==> src/design/apr_params.svh <==
// Constants of the accelerometer read-out path: addresses, field positions, sizes.
`ifndef APR_PARAMS_SVH
`define APR_PARAMS_SVH

// Register addresses on the drive register interface.
`define APR_ADDR_STATUS 8'h2D
`define APR_ADDR_DATA 8'h2E

// FIFO geometry: eight bytes, 64 bits of accelerometer data.
`define APR_FIFO_DEPTH 8
`define APR_FIFO_AW 3
`define APR_LEVEL_ONE 4'h1

// Serial transaction: status byte then data byte, 16 bits.
`define APR_XFER_FIRST 4'h0
`define APR_XFER_LAST 4'hF
`define APR_XFER_STEP 4'h1

// Status byte field positions.
`define APR_ST_FULL 3
`define APR_ST_EMPTY 2
`define APR_ST_ERR 1
`define APR_ST_SCI 0

// Misc values.
`define APR_ZERO_BYTE 8'h00
`define APR_UPPER_FLAG 7
`define APR_SYNC_STAGES 2
// Idle pin levels {select, clock}: deselected, clock parked low.
`define APR_PIN_IDLE 2'h2

`endif

==> src/design/apr_pkg.sv <==
// Types shared by the accelerometer read-out path.
`include "apr_params.svh"

package apr_pkg;

  // One buffered byte with its link quality flags.
  typedef struct packed {
    logic corrupt;
    logic special;
    logic [7:0] data;
  } apr_entry_type;

  // One accelerometer chunk delivered by the link receiver.
  typedef struct packed {
    logic valid;
    logic upper;
    logic corrupt;
    logic special;
    logic [6:0] chunk;
  } apr_link_type;

  // Read request on the drive register interface.
  typedef struct packed {
    logic strobe;
    logic [7:0] addr;
  } apr_rd_req_type;

  // Serial pipe shifter states, Gray coded along idle, shift, hold.
  typedef enum logic [1:0] {
    APR_SP_IDLE = 2'b00,
    APR_SP_SHIFT = 2'b01,
    APR_SP_HOLD = 2'b11
  } apr_spi_state_type;

endpackage

==> src/design/apr_readout.sv <==
// Accelerometer read-out path: link bytes into a FIFO, out by serial pipe or registers.
//
// Function
// - Serial pipe forwards only when path select set.
// - Registers forward only when path select cleared.
// - Serial pipe read-only; master drives select, clock.
// - Output changes on rising edge, sampled falling.
// - Bytes shifted out most significant bit first.
// - Status byte first, then its data byte.
// - Status at 2Dh, data at 2Eh.
// - Upper-half byte bit 7 one, lower zero.
// - Status read pops entry, held for data.
// - Status: zero high nibble, full, empty, error, special.
// - Data reads buffered byte, zero when empty.
// - Latest acceleration offered for resource read.
// - Buffer of 64 bits, empty and overrun reported.
`timescale 1ns/1ps
`default_nettype none
`include "apr_params.svh"

module apr_readout (
  // Clock and synchronous reset.
  input wire logic CLOCK,
  input wire logic RST,
  // Accelerometer chunks from the link receiver, same clock.
  input wire apr_pkg::apr_link_type LINK_IN,
  // Serial path select bit of the system control register.
  input wire logic SERIAL_PATH_SELECT,
  // Serial pipe pins, asynchronous to CLOCK.
  input wire logic SPI_SEL_N,
  input wire logic SPI_CLK,
  output logic SPI_MISO,
  // Drive register interface read port.
  input wire apr_pkg::apr_rd_req_type REG_REQ,
  output logic [7:0] REG_RDATA,
  output logic REG_RVALID,
  // Latest acceleration sample for the resource read path.
  output logic [13:0] ACCEL_SAMPLE,
  output logic ACCEL_FRESH
);
  import apr_pkg::*;

  // Builds the status byte for an entry about to be handed out.
  function automatic logic [7:0] apr_status(input logic full, input logic empty,
                                            input apr_entry_type ent);
    logic [7:0] st;
    st = `APR_ZERO_BYTE;
    st[`APR_ST_FULL] = full;
    st[`APR_ST_EMPTY] = empty;
    st[`APR_ST_ERR] = !empty && ent.corrupt;
    st[`APR_ST_SCI] = !empty && ent.special;
    return st;
  endfunction

  // Synchroniser stages for select (bit 1) and clock (bit 0).
  logic [1:0] pin_in;
  logic [1:0] sync_r [`APR_SYNC_STAGES];
  logic [1:0] pin_prev_r;
  logic sel_start;
  logic sel_end;
  logic clk_rise;

  // FIFO connections.
  apr_entry_type push_entry;
  apr_entry_type head_entry;
  logic fifo_full;
  logic fifo_empty;
  logic [`APR_FIFO_AW:0] fifo_level;
  logic fifo_pop;

  // Current status and data of the head entry.
  logic [7:0] head_status;
  logic [7:0] head_data;

  // Serial shifter state.
  apr_spi_state_type spi_state_r;
  logic [15:0] shift_r;
  logic [3:0] bit_cnt_r;
  logic miso_r;
  logic spi_pop;

  // Register read state.
  logic reg_status_rd;
  logic reg_data_rd;
  logic [7:0] hold_data_r;
  logic [7:0] rdata_r;
  logic rvalid_r;

  // Sample assembly for the resource read path.
  logic [6:0] upper_r;
  logic [13:0] sample_r;
  logic fresh_r;

  assign pin_in = {SPI_SEL_N, SPI_CLK};

  // Two-flop synchronisers; only the second stage feeds any logic.
  genvar g;
  generate
    for (g = 0; g < `APR_SYNC_STAGES; g++) begin : g_sync
      if (g == 0) begin : g_first
        // First stage takes the raw pins; it may go metastable, so nothing else reads it.
        always_ff @(posedge CLOCK) begin
          if (RST) begin
            sync_r[g] <= `APR_PIN_IDLE;
          end else begin
            sync_r[g] <= pin_in;
          end
        end
      end else begin : g_next
        // Later stages only copy the stage before them.
        always_ff @(posedge CLOCK) begin
          if (RST) begin
            sync_r[g] <= `APR_PIN_IDLE;
          end else begin
            sync_r[g] <= sync_r[g-1];
          end
        end
      end
    end
  endgenerate

  // Previous synchronised levels for edge detection.
  always_ff @(posedge CLOCK) begin
    if (RST) begin
      pin_prev_r <= `APR_PIN_IDLE;
    end else begin
      pin_prev_r <= sync_r[`APR_SYNC_STAGES-1];
    end
  end

  // Select is active low, so its falling edge starts a transaction.
  assign sel_start = pin_prev_r[1] && !sync_r[`APR_SYNC_STAGES-1][1];
  assign sel_end = !pin_prev_r[1] && sync_r[`APR_SYNC_STAGES-1][1];
  assign clk_rise = !pin_prev_r[0] && sync_r[`APR_SYNC_STAGES-1][0];

  // Each link chunk becomes one byte whose bit 7 marks the upper half.
  always_comb begin
    push_entry.corrupt = LINK_IN.corrupt;
    push_entry.special = LINK_IN.special;
    push_entry.data = {LINK_IN.upper, LINK_IN.chunk};
  end

  // Pops come from a pipe select or a status register read, never both.
  assign spi_pop = sel_start && SERIAL_PATH_SELECT;
  assign reg_status_rd = REG_REQ.strobe && (REG_REQ.addr == `APR_ADDR_STATUS)
                         && !SERIAL_PATH_SELECT;
  assign reg_data_rd = REG_REQ.strobe && (REG_REQ.addr == `APR_ADDR_DATA)
                       && !SERIAL_PATH_SELECT;
  assign fifo_pop = spi_pop || reg_status_rd;

  // Byte buffer of 64 bits; overrun shows as the full flag.
  apr_fifo u_fifo (
    .clock(CLOCK),
    .rst(RST),
    .push(LINK_IN.valid),
    .push_entry(push_entry),
    .pop(fifo_pop),
    .head_entry(head_entry),
    .full(fifo_full),
    .empty(fifo_empty),
    .level(fifo_level)
  );

  // The status describes exactly the byte that is handed out with it.
  assign head_status = apr_status(fifo_full, fifo_empty, head_entry);
  assign head_data = fifo_empty ? `APR_ZERO_BYTE : head_entry.data;

  // Serial shifter: load at select, shift on each rising serial clock edge.
  // The master samples on falling edges, so the sync latency of a few cycles
  // stays well inside the half period of the serial clock.
  always_ff @(posedge CLOCK) begin
    if (RST) begin
      spi_state_r <= APR_SP_IDLE;
      shift_r <= '0;
      bit_cnt_r <= `APR_XFER_FIRST;
      miso_r <= 1'b0;
    end else if (!SERIAL_PATH_SELECT || sel_end) begin
      // Deselect or path change ends the transaction; output holds.
      spi_state_r <= APR_SP_IDLE;
    end else if (sel_start) begin
      spi_state_r <= APR_SP_SHIFT;
      shift_r <= {head_status, head_data};
      bit_cnt_r <= `APR_XFER_FIRST;
    end else begin
      unique case (spi_state_r)
        APR_SP_IDLE: begin
          spi_state_r <= APR_SP_IDLE;
        end
        APR_SP_SHIFT: begin
          if (clk_rise) begin
            miso_r <= shift_r[15];
            shift_r <= {shift_r[14:0], 1'b0};
            bit_cnt_r <= bit_cnt_r + `APR_XFER_STEP;
            if (bit_cnt_r == `APR_XFER_LAST) begin
              spi_state_r <= APR_SP_HOLD;
            end
          end
        end
        APR_SP_HOLD: begin
          // Extra clocks after sixteen bits are ignored.
          spi_state_r <= APR_SP_HOLD;
        end
        default: begin
          spi_state_r <= APR_SP_IDLE;
        end
      endcase
    end
  end

  // Register reads: status pops and holds the byte for the next data read.
  always_ff @(posedge CLOCK) begin
    if (RST) begin
      hold_data_r <= `APR_ZERO_BYTE;
      rdata_r <= `APR_ZERO_BYTE;
      rvalid_r <= 1'b0;
    end else begin
      rvalid_r <= REG_REQ.strobe;
      if (reg_status_rd) begin
        rdata_r <= head_status;
        hold_data_r <= head_data;
      end else if (reg_data_rd) begin
        rdata_r <= hold_data_r;
      end else begin
        // Unmapped addresses and the serial mode read as zero.
        rdata_r <= `APR_ZERO_BYTE;
      end
    end
  end

  // Latest full sample for the slow resource path: upper half, then lower.
  always_ff @(posedge CLOCK) begin
    if (RST) begin
      upper_r <= '0;
      sample_r <= '0;
      fresh_r <= 1'b0;
    end else begin
      fresh_r <= 1'b0;
      if (LINK_IN.valid && LINK_IN.upper) begin
        upper_r <= LINK_IN.chunk;
      end else if (LINK_IN.valid) begin
        sample_r <= {upper_r, LINK_IN.chunk};
        fresh_r <= 1'b1;
      end
    end
  end

  assign SPI_MISO = miso_r;
  assign REG_RDATA = rdata_r;
  assign REG_RVALID = rvalid_r;
  assign ACCEL_SAMPLE = sample_r;
  assign ACCEL_FRESH = fresh_r;
endmodule

`default_nettype wire

==> src/design/apr_fifo.sv <==
// Eight-entry byte FIFO holding accelerometer bytes with their flags.
`timescale 1ns/1ps
`default_nettype none
`include "apr_params.svh"

module apr_fifo
  import apr_pkg::*;
(
  // Clock and reset.
  input wire logic clock,
  input wire logic rst,
  // Filling side.
  input wire logic push,
  input wire apr_pkg::apr_entry_type push_entry,
  // Draining side; head is valid while not empty.
  input wire logic pop,
  output apr_pkg::apr_entry_type head_entry,
  // State.
  output logic full,
  output logic empty,
  output logic [`APR_FIFO_AW:0] level
);

  // Storage array and pointers.
  apr_entry_type mem_r [`APR_FIFO_DEPTH];
  logic [`APR_FIFO_AW-1:0] wr_ptr_r;
  logic [`APR_FIFO_AW-1:0] rd_ptr_r;
  logic [`APR_FIFO_AW:0] level_r;
  logic do_pop;
  logic do_push;

  // A push into a full FIFO is dropped unless a pop frees a slot the same cycle.
  assign do_pop = pop && (level_r != '0);
  assign do_push = push && ((level_r != (`APR_FIFO_AW+1)'(`APR_FIFO_DEPTH)) || do_pop);

  // Data storage.
  always_ff @(posedge clock) begin
    if (do_push) begin
      mem_r[wr_ptr_r] <= push_entry;
    end
  end

  // Pointers and fill level.
  always_ff @(posedge clock) begin
    if (rst) begin
      wr_ptr_r <= '0;
      rd_ptr_r <= '0;
      level_r <= '0;
    end else begin
      if (do_push) begin
        wr_ptr_r <= wr_ptr_r + 1'b1;
      end
      if (do_pop) begin
        rd_ptr_r <= rd_ptr_r + 1'b1;
      end
      if (do_push && !do_pop) begin
        level_r <= level_r + `APR_LEVEL_ONE;
      end else if (do_pop && !do_push) begin
        level_r <= level_r - `APR_LEVEL_ONE;
      end
    end
  end

  assign head_entry = mem_r[rd_ptr_r];
  assign empty = (level_r == '0);
  assign full = (level_r == (`APR_FIFO_AW+1)'(`APR_FIFO_DEPTH));
  assign level = level_r;

endmodule

`default_nettype wire

==> config.mk <==
export PLATFORM = sky130hd
export DESIGN_NAME = apr_readout
export DESIGN_NICKNAME = d
export VERILOG_FILES = /design/src/design/apr_pkg.sv /design/src/design/apr_readout.sv /design/src/design/apr_fifo.sv
export VERILOG_INCLUDE_DIRS = /design/src /design/src/design
export SDC_FILE = /design/constraint.sdc
export NUM_CORES = 1
export LEC_CHECK = 0
export BUFFER_PORTS_ARGS = -buffer_cell sky130_fd_sc_hd__buf_2
export CAP_MARGIN = 0
export CELL_PAD_IN_SITES_DETAIL_PLACEMENT = 0
export CELL_PAD_IN_SITES_GLOBAL_PLACEMENT = 1
export CORE_MARGIN = 1.5
export CORE_UTILIZATION = 35
export DETAILED_ROUTE_END_ITERATION = 10
export PLACE_DENSITY_LB_ADDON = 0.1
export SYNTH_ARGS = -nofsm -noshare
export SYNTH_HDL_FRONTEND = slang
export SYNTH_HIERARCHICAL = 1
export SYNTH_SLANG_ARGS = --single-unit
==> constraint.sdc <==
create_clock -name CLOCK -period 4 [get_ports CLOCK]
set_clock_uncertainty 0.15 [all_clocks]
set_input_delay 0.2 -clock CLOCK [delete_from_list [all_inputs] [get_ports CLOCK]]
set_output_delay 0.2 -clock CLOCK [all_outputs]
set_load 0.05 [all_outputs]
==> results of run 1 <==
[state kept, by name, indices dropped and copies added (netlist names), named ones only]
name and cells:
spi_state_r 2, sync_r 4, upper_r 7, bit_cnt_r 4, u_fifo/mem_r 80, u_fifo/wr_ptr_r 3, REG_RDATA 8, u_fifo/rd_ptr_r 3
SPI_MISO 1, shift_r 16, REG_RVALID 1, pin_prev_r 2, hold_data_r 8, u_fifo/level 4, ACCEL_SAMPLE 14, ACCEL_FRESH 1
[cell usage in the layout (no fill, tap or decap), types with 2 or more instances in the layout]
master / n
mux2_2: 10
a211oi_1: 10
a31oi_1: 4
a21oi_1: 27
nand3_1: 10
nand2_1: 49
a22o_1: 2
buf_2: 49
inv_1: 6
inv_6: 3
clkinvlp_4: 3
o211ai_1: 2
clkbuf_1: 2
nand2b_1: 6
mux2i_1: 19
clkinv_1: 4
edfxtp_1: 80
nor2b_1: 15
buf_4: 14
and2_1: 4
clkinv_4: 2
nor2_1: 46
and3_1: 2
xnor2_1: 3
nor3_1: 7
a22oi_1: 6
a32o_1: 2
mux4_2: 20
a311oi_1: 2
dlygate4sd3_1: 13
or2_2: 4
dfxtp_1: 81
or4b_4: 2
clkbuf_16: 17
ha_1: 6
xor2_1: 3
[worst min path at each step]
stage	startpoint	endpoint	slack, ns	cells after the start
final	LINK_IN[9]	u_fifo/mem_r[5][7]	0.05	1
after floorplan	LINK_IN[0]	u_fifo/mem_r[0][0]	0.15	0
after global placement	SPI_SEL_N	sync_r[0][1]	0.23	2
after CTS	LINK_IN[9]	u_fifo/mem_r[7][7]	0.04	1
after detailed placement	SPI_SEL_N	sync_r[0][1]	0.24	2
after global routing	LINK_IN[9]	u_fifo/mem_r[7][7]	0.04	1
[final cells by class]
type,instances,area share
well taps,225,0.0378
inverters,7,0.00353
flip-flops and latches,161,0.540
multi-input cells,279,0.281
repair buffers,76,0.0645
clock buffers,19,0.0581
clock inverters,13,0.0150
[through the flow]
stage | worst slack (ns) | std cells | instance area (sq um) | total power [mW] | util
5_1_grt | 0.614 | 780 | 7450 | 4.09 | 0.429
3_5_place_dp | 0.726 | 735 | 6770 | 2.44 | 0.390
6_report | 0.821 | 780 | 7450 | 3.90 | 0.429
2_1_floorplan | 0.996 | 473 | 6250 | 2.26 | -
4_1_cts | 0.814 | 780 | 7450 | 3.97 | 0.429
3_3_place_gp | 0.836 | 735 | 6770 | 2.43 | 0.390
[cell families (layout without fill, tap and decap cells)]
| kind of cell | count (synthesis) | after routing |
|---|---|---|
| simple gates | 157 | 157 |
| compound gates | 59 | 59 |
| buf+inv | 33 | 115 |
| fa+ha+maj | 7 | 7 |
| flops | 161 | 161 |
| mux | 50 | 50 |
| xor+xnor | 6 | 6 |
[worst max-delay path: cells and delay by family]
family	cells	cell delay [ns]
mux	1	0.33
simple gates	3	0.63
buf+inv	4	0.93
fa+ha+maj	2	0.50
compound gates	4	0.73
[where the power goes]
| group | switching (mW) | internal (mW) | leakage, nW |
|---|---|---|---|
| clock | 0.643 | 0.854 | 0.255 |
| combinational | 0.308 | 0.213 | 0.982 |
| sequential | 0.0580 | 1.82 | 1.38 |
[metal layers]
layer	vias up	wire, microns
li1	1863	-
met1	1886	6280
met2	48	6290
met3	12	357
met4	0	165
met5	-	0
[timing repair]
action,in CTS,in global routing
setup buffers,0,0
hold endpoints to repair,91,0
hold buffers,13,0
==> impl_results.md, run 1 <==
- Slowest cell on the critical path: dlygate4sd3_1
- Critical Path End Type: flop
- Layout cells sized above 1: 0.240
- Register area: 0.00402 sq mm
- Top-count cell post-synth: dfxtp_1
- DPL Wire Length: 8250 microns
- R2r endpoint: u_fifo/level[3]
- Main combinational cell family by area after synthesis: simple AND/OR/NAND/NOR gates
- CP dominant cell by count: ha_1
- Via density: 4.88
- Unique masters post-synth: 49
- GR Util met2: 0.241
- Yosys top cell area share: 0.385
- Area Overhead vs Synth: 19.3%
- DRC viols: 0
- CP max stage delay: 0.52 ns
- Worst-margin pin slew: 1.04 ns
- Reg2Reg Setup Slack: 0.99 ns
- Status: finished, final reports clean
- Busiest layer in global routing: met2
- Die ar.: 0.0187 sq mm
- Starting Density: 0.360
- Multi-input gate area: 0.00209 sq mm
- Buffers on Ports: 49
- Clock Tree Buf Depth: 2
- Die span in y: 137 microns
- Clock root cell: clkbuf_16
- Total GRT Usage: 0.152
- Worst R2R Path Depth: 11
- Synth Flop Type: dfxtp_1
- Post-route ant nets: 0
- Number of synthesized flops with an enable pin: 80
- CTS H-tree lvls: 4
- Crit path DAT: 3.33 ns
- Most instantiated cells after synthesis: dfxtp_1 (81), edfxtp_1 (80), nand2_1 (49), nor2_1 (46), a21oi_1 (27)
- RSZ-0062 raised after global routing: false
- Period utilisation layout: 0.795
- Top area cells in the synthesized netlist: edfxtp_1 (38%), dfxtp_1 (26%), mux4_2 (7.2%), mux2i_1 (3.0%), nand2_1 (2.9%)
- Hold Path Class: in -> reg
- VDD IR max: 0.000291 V
- Final Hold Vio Count: 0
- Largest net degree at the start of global routing: 54
- XOR/XNOR Fraction of Synth Area: 0.00841
- Max cap viols: 0
- Post-Route Hold Slack: 0.0546 ns
- Compound-Gate Fraction of Synth Area: 0.0635
- CTS tree: built
- Cell Area, Synth: 0.00625 sq mm
- Clk slew on worst S/H paths: 0.06 ns
- Initial antenna violation count: 0
- Synthesized instance count: 473
- Crit-path cells: dlygate4sd3_1, buf_2, nand4b_1, nor4_4, or2_2, o21ai_4, inv_2, ha_1, inv_1, ha_1, a21oi_1, a211oi_1, a31oi_1, mux2_1
- Mux share of post-synthesis cell area: 0.122
- RD Place Congestion: 0.662
- Leak: 2.62 nW
- Yosys reg bits: 161
- Async SR Flop Fraction: 0
- Pwr dens: 524 mW/mm^2
- Final min period: 3.18 ns
- Vias in the first global route: 3715
- Worst setup SP type: input port
- Met3 usage: 0.0426
- Final-report setup violation count: 0
- Rows: 48
- Chip width: 137 microns
- Syn Area/Cell: 13.2 sq um
- First-pass GRT wire length: 20600 microns
- Via count: 3809
- Post-CTS resize count: 0
- Fmax: 315 MHz
- Pre-Repair DR Iteration Count: 4
- Post-Synth Simple-Gate Area: 0.124
- Antenna fix cells: 0
- Critical Path RT: 4.15 ns
- CTS Buf Count: 17
- Global route total overflow: 0
- FF-to-FF Start: sync_r[1][1]
- Final Max Slew Viols: 0
- Fill cells: 1628
- Worst Setup Path Type: in -> reg
- CP endpoint: u_fifo/level[3]
- I/O Pins: 50
- Clock latency on the worst-skew pair: 0.43 ns
- DR iter-0 viols: 216
- Sequential area share after synthesis: 0.644
- Crit path from: SERIAL_PATH_SELECT
- Worst slew margin: 0.306
- Met1 usage: 0.196
- Critical path peak fanout: 8
- DR WL/cell: 16.8 microns
- Fin nets: 574
- Setup tns final: 0 ns
- Syn. warnings: 6
- Syn Nets: 505
- Sink Count: 161
- Total Routed Length: 13100 microns
- Area leader, netlist: edfxtp_1
- Adder-Cell Fraction of Synth Area: 0.0152
- Core area: 0.0174 sq mm
No activity file was read; power rests on OpenSTA's default activity.
==> run 2: changes to the inputs <==
Clock period 4 ns to 3.2 ns, I/O delays scaled along.
==> impl_results.md, run 2 (synthesis results as in run 1) <==
- Status: finished, final reports clean (unchanged)
- Layout cells sized above 1: 0.258 (was 0.240)
- Buffers on Ports: 49 (unchanged)
- Reg2Reg Setup Slack: 0.23 ns (was 0.99 ns)
- Hold Crit Depth: 4 (was 1)
- Fmax: 330 MHz
- Core area: 0.0174 sq mm (unchanged)
- Crit-path cells: dlygate4sd3_1, buf_2, nand4b_1, nor4_4, or2_2, o21ai_4, inv_2, ha_1, inv_1, ha_1, a21oi_2, a211oi_1, a31oi_1, mux2_1 (was dlygate4sd3_1, buf_2, nand4b_1, nor4_4, or2_2, o21ai_4, inv_2, ha_1, inv_1, ha_1, a21oi_1, a211oi_1, a31oi_1, mux2_1)
- Initial antenna violation count: 0 (unchanged)
- Fill cells: 1635 (was 1628)
- Internal power: 3.75 mW (was 2.89 mW)
- Total GRT Usage: 0.154 (was 0.152)
- CTS H-tree lvls: 4 (unchanged)
- First-pass GRT wire length: 21100 microns (was 20600 microns)
- RD Place Congestion: 0.719 (was 0.662)
- Stages on worst setup path: 14 (unchanged)
- Max cap viols: 0 (unchanged)
- DP Cell Count: 737 (was 735)
- Final Hold Vio Count: 0 (unchanged)
- Clock root cell: clkbuf_16 (unchanged)
- DPL Wire Length: 8320 microns (was 8250 microns)
- Critical Path RT: 3.35 ns (was 4.15 ns)
- Crit path DAT: 3.18 ns (was 3.33 ns)
- Post-route ant nets: 0 (unchanged)
- Die ar.: 0.0187 sq mm (unchanged)
- Area Overhead vs Synth: 21.5% (was 19.3%)
- Critical Path End Type: flop (unchanged)
- Fin nets: 582 (was 574)
- Final min period: 3.03 ns
- DR iter-0 viols: 247 (was 216)
- Via density: 4.90 (was 4.88)
- Combinational Power Share: 0.131 (was 0.133)
- Clock share of power: 0.410 (was 0.384)
- Core Util, Final: 0.437 (was 0.429)
- Total Routed Length: 13100 microns (about the same)
- Starting Density: 0.360 (unchanged)
- Worst Setup Path Type: in -> reg (unchanged)
- CTS Buf Count: 17 (unchanged)
- Largest net degree at the start of global routing: 53 (was 54)
- Clock latency on the worst-skew pair: 0.43 ns (about the same)
- Hold Path Class: in -> reg (unchanged)
- CP max stage delay: 0.52 ns (about the same)
- Sw power: 1.38 mW (was 1.01 mW)
- Chip width: 137 microns (unchanged)
- Worst setup SP type: input port (unchanged)
- Sequential Power Share: 0.458 (was 0.483)
- CP dominant cell by count: ha_1 (unchanged)
- Commonest non-fill, non-tap cell in the layout: dfxtp_1 (unchanged)
- Pre-Repair DR Iteration Count: 4 (unchanged)
- Flip-flop count of the largest register after layout: 80 (unchanged)
- Largest register by flop count: u_fifo/mem_r (unchanged)
- DRC viols: 0 (unchanged)
- CTS tree: built (unchanged)
- Clock Tree Buf Depth: 2 (unchanged)
- Sink Count: 161 (unchanged)
- RSZ-0062 raised after global routing: false (unchanged)
- Final std cells w/o fill: 788 (was 780)
- Via count: 3863 (was 3809)
- Setup tns final: 0 ns (unchanged)
- Final-report setup violation count: 0 (unchanged)
- Post-Route Hold Slack: 0.113 ns (was 0.0546 ns)
- Slowest cell on the critical path: dlygate4sd3_1 (unchanged)
- Worst R2R Path Depth: 10 (was 11)
- Vias in the first global route: 3886 (was 3715)
- Worst-margin pin slew: 1.01 ns (was 1.04 ns)
- Period utilisation layout: 0.948
- Pwr dens: 677 mW/mm^2 (was 524 mW/mm^2)
- Global route total overflow: 0 (unchanged)
- Switching part of the total: 0.269 (was 0.259)
- Die span in y: 137 microns (unchanged)
- DR WL/cell: 16.6 microns (was 16.8 microns)
- Rows: 48 (unchanged)
- Most frequent cells in the layout: dfxtp_1 (81), edfxtp_1 (80), nand2_1 (49), buf_2 (49), nor2_1 (46) (unchanged)
- I/O Pins: 50 (unchanged)
- VDD IR max: 0.000420 V (was 0.000291 V)
- Worst path bufs/invs: 4 (unchanged)
- Antenna fix cells: 0 (unchanged)
- Critical path peak fanout: 8 (unchanged)
- Clk slew on worst S/H paths: 0.06 ns (about the same)
- Critical path's top delay family: buffers and inverters (unchanged)
- Leak: 2.70 nW (was 2.62 nW)
- Final Max Slew Viols: 0 (unchanged)
- Worst slew margin: 0.323 (was 0.306)
==> run 2: layer usage <==
| metal | part of all wire | wire (microns) | track usage |
|---|---|---|---|
| met5 | 0 | 0 | 0 |
| met4 | 0.0089 | 117 | 0.0408 |
| met3 | 0.028 | 367 | 0.0485 |
| met2 | 0.48 | 6230 | 0.241 |
| met1 | 0.49 | 6390 | 0.207 |
==> run 2: path summary, 6_finish.rpt <==
kind                                          from         endpoint
worst max-delay path            SERIAL_PATH_SELECT  u_fifo/level[3]
worst min-delay path                    REG_REQ[1]     REG_RDATA[7]
worst max register to register     u_fifo/level[1]  u_fifo/level[3]
worst min register to register        sync_r[0][1]     sync_r[1][1]
==> run 2: final cells by class <==
class | count | area [sq um] | share of cell area
inverter | 7 | 26.3 | 0.00346
clock inverter | 15 | 185 | 0.0244
tap | 225 | 282 | 0.0371
multi-input combinational | 279 | 2100 | 0.276
timing repair buffer | 84 | 548 | 0.0722
clock buffer | 17 | 425 | 0.0561
sequential | 161 | 4020 | 0.530
==> run 2: repair_timing <==
item | in CTS | in global routing
buffers inserted | 0 | 3
hold buffers | 16 | 0
resized for setup | 0 | 1
setup endpoints to repair | 0 | 1
hold endpoints to repair | 105 | 0
==> run 2: power groups by stage <==
| stage | logic (mW) | clock network [mW] | registers [mW] |
|---|---|---|---|
| floorplan | 0.417 | 0 | 2.40 |
| global route | 0.748 | 2.26 | 2.37 |
| detailed placement | 0.654 | 0 | 2.40 |
| finish | 0.674 | 2.11 | 2.35 |
| CTS | 0.672 | 2.17 | 2.35 |
| global placement | 0.646 | 0 | 2.39 |
==> run 2: worst register-to-register path, delay by kind of cell, from the launching register on <==
family,cells,cell delay [ns]
muxes,1,0.34
buffers and inverters,2,0.22
DFF,1,0.38
AOI/OAI and AO/OA,4,0.65
adders and majority gates,2,0.50
and+or+nand+nor,1,0.60
==> run 2: stage by stage <==
stage	power [mW]	instance area [sq um]	worst slack, ns
after floorplan	2.82	6250	0.236
after global placement	3.04	6790	0.0997
after detailed placement	3.05	6790	0.00756
after CTS	5.20	7560	0.0853
after global routing	5.37	7590	0.00396
final	5.13	7590	0.167
